===== config.mk =====
export PLATFORM = sky130hd
export DESIGN_NAME = pvoc_ctrl
export DESIGN_NICKNAME = d
export VERILOG_FILES = /design/src/pvoc_pkg.sv /design/src/pvoc_ctrl.sv
export VERILOG_INCLUDE_DIRS = /design/src
export SDC_FILE = /design/constraint.sdc
export NUM_CORES = 1
export LEC_CHECK = 0
export BUFFER_PORTS_ARGS = -buffer_cell sky130_fd_sc_hd__clkbuf_2
export CAP_MARGIN = 20
export CORE_UTILIZATION = 58
export DETAILED_ROUTE_END_ITERATION = 6
export GPL_TIMING_DRIVEN = 0
export HOLD_SLACK_MARGIN = 0.05
export MAX_ROUTING_LAYER = met4
export PLACE_DENSITY = 0.85
export SLEW_MARGIN = 40
export SYNTH_ARGS = -nofsm -noshare
export SYNTH_HDL_FRONTEND = slang
export SYNTH_SLANG_ARGS = --single-unit

===== constraint.sdc =====
create_clock -name clk_i -period 1.8 [get_ports clk_i]
set_input_delay 0.09 -clock clk_i [delete_from_list [all_inputs] [get_ports clk_i]]
set_output_delay 0.09 -clock clk_i [all_outputs]
set_load 0.03 [all_outputs]

===== src/pvoc_regs.svh =====
// register offsets, field positions and reset values of the channel control block
// assumes inclusion by the package and by the control module only
`ifndef PVOC_REGS_SVH
`define PVOC_REGS_SVH

`define PVOC_ADDR_COARSE 8'h08
`define PVOC_ADDR_OVR 8'h09
`define PVOC_ADDR_PCLKEN 8'h0D
`define PVOC_ADDR_SDET 8'h14
`define PVOC_ADDR_DIV 8'h18
`define PVOC_ADDR_CPUMP 8'h1B
`define PVOC_ADDR_OUTSEL 8'h1E
`define PVOC_ADDR_CVDAC 8'h1F
`define PVOC_ADDR_PGEN 8'h30

`define PVOC_OVR_DIV 2
`define PVOC_OVR_CP 3
`define PVOC_OVR_QCLK 4
`define PVOC_OVR_MUX 5
`define PVOC_OVR_CVDAC 6
`define PVOC_OVR_COARSE 7
`define PVOC_PCLK_EN_BIT 5
`define PVOC_SDET_FORCE_BIT 7
`define PVOC_SDET_OFF_BIT 6
`define PVOC_PGEN_EN_BIT 4
`define PVOC_PGEN_LOAD_BIT 3
`define PVOC_QCLK_EN_BIT 0

`define PVOC_RST_ZERO 8'h00
`define PVOC_RST_OUTSEL 8'hE0
`define PVOC_RST_CPUMP 8'h03
`define PVOC_RST_COARSE 8'h0C
`define PVOC_RST_CVDAC 8'h12
`define PVOC_SEED9 9'h1FF
`define PVOC_SEED31 31'h7FFFFFFF
`define PVOC_DIV_MAX 3'h4

`define PVOC_DIV_FIELD 6:4
`define PVOC_CPUMP_FIELD 1:0
`define PVOC_CPUMP_STOP 2'h0
`define PVOC_MUX_FIELD 7:5
`define PVOC_PSEL_FIELD 1:0
`define PVOC_TUNE_FIELD 4:0

`endif


===== src/pvoc_pkg.sv =====
// types shared by the channel control block
// assumes pvoc_regs.svh is on the include path
package pvoc_pkg;
    `include "pvoc_regs.svh"

    typedef enum logic [2:0] {
        PVOC_MUX_RAW = 3'h0,
        PVOC_MUX_RETIMED = 3'h1,
        PVOC_MUX_ICLK = 3'h2,
        PVOC_MUX_QCLK = 3'h3,
        PVOC_MUX_PRBS = 3'h4,
        PVOC_MUX_SLOWOSC = 3'h5,
        PVOC_MUX_INVALID = 3'h6,
        PVOC_MUX_MUTE = 3'h7
    } pvoc_mux_e;

    typedef enum logic [1:0] {
        PVOC_PS_PRBS9 = 2'h0,
        PVOC_PS_RSVD1 = 2'h1,
        PVOC_PS_PRBS31 = 2'h2,
        PVOC_PS_RSVD3 = 2'h3
    } pvoc_pattern_e;

    // analog-facing control word of the channel
    typedef struct packed {
        logic [4:0] div_ratio_log2;
        logic channel_enable;
        logic charge_pump_off;
        logic coarse_override;
        logic [4:0] coarse_count;
        logic cv_dac_enable;
        logic [4:0] cv_dac_value;
        logic quad_clk_enable;
    } pvoc_ctrl_s;

    // register write/read port
    typedef struct packed {
        logic wr;
        logic rd;
        logic [7:0] addr;
        logic [7:0] wdata;
    } pvoc_req_s;
endpackage


===== src/pvoc_ctrl.sv =====
// per-channel divider, override and pattern generator control of a serial retimer
// assumes: register port from the channel's serial config slave on clk_i;
// lock, signal-present and auto divider come from the analog CDR on clk_i;
// pattern bits advance once per clk_i edge standing in for the VCO bit clock
`timescale 1ns/100ps
`include "pvoc_regs.svh"

module pvoc_ctrl
    import pvoc_pkg::*;
(
    input wire logic clk_i,
    input wire logic rst_n_i,
    input wire pvoc_req_s req_i,
    output logic [7:0] rdata_o,
    input wire logic sig_present_i,
    input wire logic cdr_locked_i,
    input wire logic [2:0] auto_div_code_i,
    input wire logic raw_data_i,
    input wire logic retimed_data_i,
    input wire logic iclk_i,
    input wire logic qclk_i,
    input wire logic slow_osc_i,
    output pvoc_ctrl_s ctrl_o,
    output logic loop_locked_mode_o,
    output logic out_data_o,
    output logic out_enable_o
);
    // ----------------------------------------------------------------
    // register file
    // ----------------------------------------------------------------
    logic [7:0] coarse_r, coarse_nxt;
    logic [7:0] ovr_r, ovr_nxt;
    logic [7:0] pclk_r, pclk_nxt;
    logic [7:0] sdet_r, sdet_nxt;
    logic [7:0] div_r, div_nxt;
    logic [7:0] cpump_r, cpump_nxt;
    logic [7:0] outsel_r, outsel_nxt;
    logic [7:0] cvdac_r, cvdac_nxt;
    logic [7:0] pgen_r, pgen_nxt;
    logic [7:0] rdata_r, rdata_nxt;

    function automatic logic [7:0] wr_field(input logic [7:0] cur, input logic [7:0] a);
        wr_field = (req_i.wr && req_i.addr == a) ? req_i.wdata : cur;
    endfunction

    always_comb begin
        coarse_nxt = wr_field(coarse_r, `PVOC_ADDR_COARSE);
        ovr_nxt = wr_field(ovr_r, `PVOC_ADDR_OVR);
        pclk_nxt = wr_field(pclk_r, `PVOC_ADDR_PCLKEN);
        sdet_nxt = wr_field(sdet_r, `PVOC_ADDR_SDET);
        div_nxt = wr_field(div_r, `PVOC_ADDR_DIV);
        cpump_nxt = wr_field(cpump_r, `PVOC_ADDR_CPUMP);
        outsel_nxt = wr_field(outsel_r, `PVOC_ADDR_OUTSEL);
        cvdac_nxt = wr_field(cvdac_r, `PVOC_ADDR_CVDAC);
        pgen_nxt = wr_field(pgen_r, `PVOC_ADDR_PGEN);
        rdata_nxt = rdata_r;
        if (req_i.rd) begin
            unique case (req_i.addr)
                `PVOC_ADDR_COARSE: rdata_nxt = coarse_r;
                `PVOC_ADDR_OVR: rdata_nxt = ovr_r;
                `PVOC_ADDR_PCLKEN: rdata_nxt = pclk_r;
                `PVOC_ADDR_SDET: rdata_nxt = sdet_r;
                `PVOC_ADDR_DIV: rdata_nxt = div_r;
                `PVOC_ADDR_CPUMP: rdata_nxt = cpump_r;
                `PVOC_ADDR_OUTSEL: rdata_nxt = outsel_r;
                `PVOC_ADDR_CVDAC: rdata_nxt = cvdac_r;
                `PVOC_ADDR_PGEN: rdata_nxt = pgen_r;
                default: rdata_nxt = `PVOC_RST_ZERO;
            endcase
        end
    end

    always_ff @(posedge clk_i or negedge rst_n_i) begin
        if (!rst_n_i) begin
            coarse_r <= `PVOC_RST_COARSE;
            ovr_r <= `PVOC_RST_ZERO;
            pclk_r <= `PVOC_RST_ZERO;
            sdet_r <= `PVOC_RST_ZERO;
            div_r <= `PVOC_RST_ZERO;
            cpump_r <= `PVOC_RST_CPUMP;
            outsel_r <= `PVOC_RST_OUTSEL;
            cvdac_r <= `PVOC_RST_CVDAC;
            pgen_r <= `PVOC_RST_ZERO;
            rdata_r <= `PVOC_RST_ZERO;
        end else begin
            coarse_r <= coarse_nxt;
            ovr_r <= ovr_nxt;
            pclk_r <= pclk_nxt;
            sdet_r <= sdet_nxt;
            div_r <= div_nxt;
            cpump_r <= cpump_nxt;
            outsel_r <= outsel_nxt;
            cvdac_r <= cvdac_nxt;
            pgen_r <= pgen_nxt;
            rdata_r <= rdata_nxt;
        end
    end

    assign rdata_o = rdata_r;

    // ----------------------------------------------------------------
    // divider, loop and channel power
    // ----------------------------------------------------------------
    // code n selects ratio 2**n; codes above four clamp to sixteen
    function automatic logic [4:0] div_ratio(input logic [2:0] code);
        logic [2:0] c;
        c = (code > `PVOC_DIV_MAX) ? `PVOC_DIV_MAX : code;
        div_ratio = 5'(5'h01 << c);
    endfunction

    pvoc_ctrl_s ctrl_r, ctrl_nxt;
    logic sd_active;
    logic [2:0] div_code;

    always_comb begin
        // force bit set and power-off bit clear holds the channel up
        sd_active = sig_present_i
            || (sdet_r[`PVOC_SDET_FORCE_BIT] && !sdet_r[`PVOC_SDET_OFF_BIT]);
        div_code = auto_div_code_i;
        if (ovr_r[`PVOC_OVR_DIV]) begin
            div_code = div_r[`PVOC_DIV_FIELD];
        end
        ctrl_nxt.div_ratio_log2 = div_ratio(div_code);
        ctrl_nxt.channel_enable = sd_active;
        ctrl_nxt.charge_pump_off = ovr_r[`PVOC_OVR_CP]
            && (cpump_r[`PVOC_CPUMP_FIELD] == `PVOC_CPUMP_STOP);
        ctrl_nxt.coarse_override = ovr_r[`PVOC_OVR_COARSE];
        ctrl_nxt.coarse_count = coarse_r[`PVOC_TUNE_FIELD];
        ctrl_nxt.cv_dac_enable = ovr_r[`PVOC_OVR_CVDAC];
        ctrl_nxt.cv_dac_value = cvdac_r[`PVOC_TUNE_FIELD];
        ctrl_nxt.quad_clk_enable = ovr_r[`PVOC_OVR_QCLK] && outsel_r[`PVOC_QCLK_EN_BIT];
    end

    always_ff @(posedge clk_i or negedge rst_n_i) begin
        if (!rst_n_i) begin
            ctrl_r <= '0;
        end else begin
            ctrl_r <= ctrl_nxt;
        end
    end

    assign ctrl_o = ctrl_r;
    // loop tracks input independent of mux; lock loss or pump-off releases it
    assign loop_locked_mode_o = cdr_locked_i && !ctrl_r.charge_pump_off;

    // ----------------------------------------------------------------
    // pattern generator
    // ----------------------------------------------------------------
    // only code two runs the long sequence; reserved codes run the short one
    function automatic logic long_pattern(input pvoc_pattern_e sel);
        long_pattern = (sel == PVOC_PS_PRBS31);
    endfunction

    logic [30:0] lfsr_r, lfsr_nxt;
    logic gen_en, gen_run;
    pvoc_pattern_e pat_sel;

    always_comb begin
        gen_en = outsel_r[`PVOC_PGEN_EN_BIT];
        pat_sel = pvoc_pattern_e'(pgen_r[`PVOC_PSEL_FIELD]);
        gen_run = gen_en && pgen_r[`PVOC_PGEN_LOAD_BIT] && pclk_r[`PVOC_PCLK_EN_BIT];
        lfsr_nxt = lfsr_r;
        if (!gen_en || !pgen_r[`PVOC_PGEN_LOAD_BIT]) begin
            // clock held in reset: preload seed for the chosen length
            lfsr_nxt = long_pattern(pat_sel) ? `PVOC_SEED31
                : {22'h0, `PVOC_SEED9};
        end else if (gen_run) begin
            unique case (pat_sel)
                PVOC_PS_PRBS31:
                    lfsr_nxt = {lfsr_r[29:0], lfsr_r[30] ^ lfsr_r[27]};
                default:
                    lfsr_nxt = {22'h0, lfsr_r[7:0], lfsr_r[8] ^ lfsr_r[4]};
            endcase
        end
    end

    always_ff @(posedge clk_i or negedge rst_n_i) begin
        if (!rst_n_i) begin
            lfsr_r <= '0;
        end else begin
            lfsr_r <= lfsr_nxt;
        end
    end

    logic pat_bit;
    assign pat_bit = gen_en && (long_pattern(pat_sel) ? lfsr_r[30] : lfsr_r[8]);

    // ----------------------------------------------------------------
    // output multiplexer
    // ----------------------------------------------------------------
    function automatic pvoc_mux_e mux_code(input logic [7:0] ctl);
        mux_code = pvoc_mux_e'(ctl[`PVOC_MUX_FIELD]);
    endfunction

    logic out_r, out_nxt, oen_r, oen_nxt;
    pvoc_mux_e mux_sel;

    always_comb begin
        if (ovr_r[`PVOC_OVR_MUX]) begin
            mux_sel = mux_code(outsel_r);
        end else if (cdr_locked_i) begin
            mux_sel = PVOC_MUX_RETIMED;
        end else begin
            mux_sel = mux_code(outsel_r);
        end
        out_nxt = 1'b0;
        oen_nxt = sd_active;
        unique case (mux_sel)
            PVOC_MUX_RAW: out_nxt = raw_data_i;
            PVOC_MUX_RETIMED: out_nxt = retimed_data_i;
            PVOC_MUX_ICLK: out_nxt = iclk_i;
            PVOC_MUX_QCLK: out_nxt = qclk_i && ctrl_r.quad_clk_enable;
            PVOC_MUX_PRBS: out_nxt = pat_bit;
            PVOC_MUX_SLOWOSC: out_nxt = slow_osc_i;
            PVOC_MUX_INVALID: oen_nxt = 1'b0;
            PVOC_MUX_MUTE: oen_nxt = 1'b0;
        endcase
        if (!sd_active) begin
            out_nxt = 1'b0;
        end
    end

    always_ff @(posedge clk_i or negedge rst_n_i) begin
        if (!rst_n_i) begin
            out_r <= 1'b0;
            oen_r <= 1'b0;
        end else begin
            out_r <= out_nxt;
            oen_r <= oen_nxt;
        end
    end

    assign out_data_o = out_r;
    assign out_enable_o = oen_r;
endmodule


-- Yosys cells after proc, flatten, opt, wreduce, memory -nomap -nowiden
Cells that the tools add are included.
- bits in registers: 133
- input port bits: 30
- output and inout port bits: 31
- word-level logic and storage cells: 82
- order comparisons: 1
- equality and inequality tests: 17
- shift operators: 1
- mux-type cells: 13
- bitwise operators: 2
- reductions and logical operators: 27
- operator list (kind ; count):
    2-to-1 mux 31 bit ; 4
    one-hot mux 8 bit (9 select lines) ; 1
    equality test 8 x 5 -> 1 bit (second input constant) ; 5
    equality test 8 x 4 -> 1 bit (second input constant) ; 3
    logical AND 1 bit ; 17
    equality test 3 bit (second input constant) ; 4
    2-to-1 mux 3 bit ; 4
    equality test 8 x 6 -> 1 bit (second input constant) ; 1
    equality test 3 x 2 -> 1 bit (second input constant) ; 2
    one-hot mux 1 bit (6 select lines) ; 1
    left shift 1 x 3 -> 5 bit (first input constant) ; 1
    zero test 1 bit ; 4
    equality test 3 x 1 -> 1 bit (second input constant) ; 1
    > comparator 3 bit (second input constant) ; 1
    zero test 3 bit ; 1
    2-to-1 mux 1 bit ; 3
    equality test 2 bit (second input constant) ; 1
    zero test 2 bit ; 1
    logical OR 1 bit ; 2
    nonzero test 2 bit ; 1
    OR reduction 2 bit ; 1
    bitwise XOR 1 bit ; 2

-- Longest topological paths before layout
- word-level depth: 5
- mapped depth: 7
- gate-level depth less buffers: 5

-- Worst setup path after synthesis
Ideal clock, no wire load.
- kind: input to register
- start point: input req_i[15] (netlist name)
- end point: register coarse_r[0]
- library setup time: 125 ps
- data arrival time: 1512 ps
- data required time: 1675 ps
- path slack: 163 ps
- stages: 5
- cells stage by stage: or4b_1 > buf_2 > nor4b_4 > nand2_4 > mux2_2
- cells in the longest elaborated chain, start to end: 2
- RTL lines (what ; line ; text):
    from (decl) ; pvoc_ctrl.sv:13 ; input wire pvoc_req_s req_i,
    equality test 8 x 4 -> 1 bit ; pvoc_ctrl.sv:43 ; wr_field = (req_i.wr && req_i.addr == a) ? req_i.wdata : cur;
    logical AND 1 bit ; pvoc_ctrl.sv:43 ;
    to (signal assigned) ; pvoc_ctrl.sv:75 ; coarse_r <= `PVOC_RST_COARSE;
    to (signal assigned) ; pvoc_ctrl.sv:86 ; coarse_r <= coarse_nxt;
    to (decl) ; pvoc_ctrl.sv:31 ; logic [7:0] coarse_r, coarse_nxt;
No other way between the ends.
A chain may end at the register's enable or synchronous reset.

-- Final worst setup path
- start point: register pclk_r[5]
- end point: register rdata_r[5], in the netlist rdata_o[5]
- cells in the longest elaborated chain, start to end: 1
- RTL lines (what ; line ; text):
    from (decl) ; pvoc_ctrl.sv:33 ; logic [7:0] pclk_r, pclk_nxt;
    from (signal assigned) ; pvoc_ctrl.sv:77 ; pclk_r <= `PVOC_RST_ZERO;
    from (signal assigned) ; pvoc_ctrl.sv:88 ; pclk_r <= pclk_nxt;
    one-hot mux 8 bit (9 select lines) ; pvoc_ctrl.sv:58 ; unique case (req_i.addr)
    to (signal assigned) ; pvoc_ctrl.sv:84 ; rdata_r <= `PVOC_RST_ZERO;
    to (signal assigned) ; pvoc_ctrl.sv:95 ; rdata_r <= rdata_nxt;
    to (decl) ; pvoc_ctrl.sv:40 ; logic [7:0] rdata_r, rdata_nxt;
No other way between the ends.

==> results.md <==
* Placeable Area at 0.00973 mm²
* FF-to-FF path depth at 5
* Longest Clk Path Bufs at 2
* PwrDens at roughly 1000 mW/mm²
* Post-Place Setup Slack at -0.340 ns
* Max rail drop VDD at around 0.00075 V
* Top routing layer in use: met4
* NetSw at ~1700 µW
* Area of the multi-input gates at approximately 0.0023 mm²
* Yosys warnings at 0
* Worst Hold Class: in -> reg
* Drt wl/cell at just over 20 µm
* Final core utilization at between 70 and 80%
* Clock period minus worst slack at 1.72 ns
* DR WL met3 at ~1000 µm
* Worst-path clk slew at ~0.06 ns
* GP Congestion at between 0.8 and 0.9
* Met2 routed WL at around 7000 µm
* Register area at about 0.0033 mm²
* First-pass GRT wire length at approximately 22,000 µm
* LEAKAGE at about 0.0033 µW
* Total GRT Usage at a little under a third
* Internal Power at around 5300 µW
* Post-route insts no fill at approximately 710
* DR vias at 4,370
* Switching share of power at around a quarter
* Final worst path period share at a little over nine tenths
* Post-route design area at between 0.007 and 0.008 mm²
* Final wirelength at about 14,000 µm
* TritonCTS clock tree: done
* Seq pwr share at a little under half
* Slowest stage delay, CP at approximately 0.37 ns
* Layout cell share with drive strength beyond 1 at about a third
* Area growth syn-to-layout at 21.9%
* CTS Buf Count at 17
* Critical Path Start: pclk_r[5]
* I/O pin count at around 60
* Total negative setup slack at 0 ns
* Final WS setup at ~0.075 ns
* Placed inst area at between 0.006 and 0.007 mm²
* Max Fclk at ~580 MHz
* Number of global-route vias before repair at approximately 4,300
* Worst r2r src: pclk_r[5]
* Post-Syn Instances at 474
* Worst Tran Pin Value at roughly 0.81 ns
* Starting Density at between 50% and 60%
* Total global routing overflow at 0
* CTS Sinks at about 130
* Asr flop ratio synth at between 90% and 100%
* Synth Area per Inst at 12.2 µm²
* Number of synthesized flops with an enable pin at 0
* Remaining antenna violation count after routing at 0
* Setup Viol. Count Final at 0
* Die width at roughly 100 µm
* WP data arrival at roughly 2.1 ns
* CP cell instances: clkbuf_1 -> a22o_1 -> a222oi_1 -> nor4b_1 -> o22ai_1
* Worst relative slew slack at 45.8%
* Site Rows at 36
* Reg2Reg Setup Slack at roughly 0.075 ns
* Outcome: finished clean
* Logic pwr share at 7.3%
* Pin count of the biggest net entering global routing at 57
* Worst Setup End Kind: flop
* Slowest cell on crit path: nor4b_1
* Syn nets at 504
* Total die area at 0.0104 mm²
* Worst skew pair latency at between 0.5 and 0.6 ns
* Max FO, Critical Path at 8
* RSZ-0062 raised after global routing: no
* Main synth FF type: dfrtp_1
* TritonRoute pass-1 iters at 5
* Die Y at a little over 100 µm
* Clk root buf: clkbuf_8
* Crit Reg-Reg Endpoint: rdata_o[5]
* Worst Skew at between 0.005 and 0.006 ns
* Placed cells at 665
* Crit path required time at 2.17 ns
* Crit Path Class: reg -> reg
* Register area share after synthesis at slightly below 60%
* Final nets at around 600
* Synth cell types at 48
* DRT iter0 DRCs at 286
* Initial antenna violation count at 0
* Met1 Wirelength at 6030 µm
* Synthesized cell area at 0.00579 mm²
* DR vias/cell at ~6.1
* Clock power frac at a little under half
* Final Hold Vio Count at 0
* Max Slew Vio Count at 0
* H-tree Lvls at 4
* CP endpoint: rdata_o[5]
* Number of port buffers at 56
* Number of diodes at 0
* Type of origin of the critical path: flop
* Post-DP HPWL at ~9000 µm
* Seq cells post-synth at around 130
* Total of max-cap violations at 0
* Fillers at between 600 and 700
* Drt drc at 0
==> routing by layer <==
| metal | track usage, % | vias up |
|---|---|---|
| met1 | 39.4 | 2219 |
| met3 | 7.66 | 40 |
| met4 | 13.3 | 0 |
| li1 | - | 1926 |
| met5 | - | - |
| met2 | 46.2 | 185 |
==> power by group through the flow <==
| stage | Sequential, µW | Clock (µW) | Combinational, µW |
|---|---|---|---|
| floorplan | 3270 | 0 | 220 |
| detailed placement | 3240 | 0 | 469 |
| global route | 3210 | 3470 | 554 |
| CTS | 3200 | 3330 | 509 |
| global placement | 3240 | 0 | 436 |
| finish | 3200 | 3330 | 513 |
==> Yosys cell counts, types with 4 or more instances <==
| library cell | instances | area (µm²) |
|---|---|---|
| inv_1 | 11 | 41.3 |
| clkbuf_1 | 13 | 48.8 |
| o2bb2ai_1 | 5 | 43.8 |
| dfrtp_1 | 124 | 3100 |
| buf_4 | 4 | 30.0 |
| buf_2 | 6 | 30.0 |
| a22oi_1 | 19 | 143 |
| o22ai_1 | 16 | 100 |
| nor4b_1 | 5 | 43.8 |
| and2_1 | 5 | 31.3 |
| a211oi_1 | 6 | 45.0 |
| dfstp_2 | 9 | 236 |
| nor2_1 | 8 | 30.0 |
| mux2i_1 | 18 | 180 |
| nor3b_1 | 4 | 30.0 |
| mux2_2 | 74 | 833 |
| o21ai_0 | 25 | 125 |
| a21oi_1 | 24 | 120 |
| nand2_1 | 44 | 165 |
| nor2b_1 | 8 | 50.1 |
| nand3_1 | 5 | 25.0 |
==> critical path: cells and delay by family (launching register included) <==
| family | cells | cell delay, ns |
|---|---|---|
| buffers and inverters | 1 | 0.20 |
| AND/OR/NAND/NOR | 1 | 0.37 |
| flip-flops | 1 | 0.35 |
| AO/OA/AOI/OAI | 3 | 0.64 |
==> sequential cells by signal (all words and copies together), names as in the netlist <==
| register | flops |
|---|---|
| div_r | 8 |
| pgen_r | 8 |
| ctrl_o | 20 |
| lfsr_r | 31 |
| pclk_r | 8 |
| cpump_r | 8 |
| outsel_r | 8 |
| rdata_o | 8 |
| coarse_r | 8 |
| out_enable_o | 1 |
| cvdac_r | 8 |
| ovr_r | 8 |
| sdet_r | 8 |
| out_data_o | 1 |
==> stage by stage <==
step | hold slack (ns) | power, µW
2_1_floorplan | -0.206 | 3490
3_3_place_gp | 0.326 | 3680
3_5_place_dp | 0.0273 | 3710
4_1_cts | 0.0575 | 7030
5_1_grt | 0.0970 | 7240
6_report | 0.0865 | 7050
==> how the worst min path moves through the flow <==
stage	endpoint	slack (ns)	cells after the start	startpoint
after floorplan	coarse_r[0]	-0.21	0	rst_n_i
after global placement	ctrl_o[14]	0.33	3	sig_present_i
after detailed placement	lfsr_r[17]	0.03	1	rst_n_i
after CTS	out_data_o	0.06	4	slow_osc_i
after global routing	coarse_r[4]	0.1	3	req_i[17]
final	coarse_r[0]	0.09	3	req_i[17]
==> cell families (layout without fill, tap and decap cells) <==
kind of cell	after synthesis	after routing	synth area share, %
buffers and inverters	37	144	2.92
XOR/XNOR	3	3	0.454
flip-flops	133	133	57.6
AO/OA/AOI/OAI	110	110	12.0
AND/OR/NAND/NOR	99	99	9.50
multiplexers	92	92	17.5
==> placed cells by master (no fill, tap or decap), drive strengths merged, types with 2 or more instances in the layout <==
cell type / instances
dfrtp: 124
clkbuf: 87
mux2: 74
nand2: 45
o21ai: 26
a21oi: 24
a22oi: 19
mux2i: 18
dlygate4sd3: 17
o22ai: 16
buf: 16
inv: 14
dfstp: 9
nor2: 8
nor2b: 8
a211oi: 6
nor4b: 6
and2: 5
nand3: 5
o2bb2ai: 5
nor3b: 5
clkinvlp: 4
clkinv: 4
nor3: 3
and3: 3
a31oi: 3
a2111oi: 3
nand2b: 2
and3b: 2
xnor2: 2
a22o: 2
nand4: 2
bufinv: 2
==> layout make-up <==
| cell class | instances | share of cell area [%] |
|---|---|---|
| Buffer | 25 | 1.75 |
| Tap cell | 133 | 2.36 |
| Clock inverter | 13 | 2.14 |
| Multi-Input combinational cell | 304 | 32.5 |
| Inverter | 11 | 0.584 |
| Sequential cell | 133 | 47.3 |
| Clock buffer | 19 | 5.97 |
| Timing Repair Buffer | 76 | 7.46 |
==> what timing repair did <==
action                     4_1_cts  5_1_grt
resized for setup                0        2
setup buffers                    0        0
hold buffers                    18        0
setup endpoints to repair        0        1
hold endpoints to repair       156        0
No activity file was read; power rests on OpenSTA's default activity.
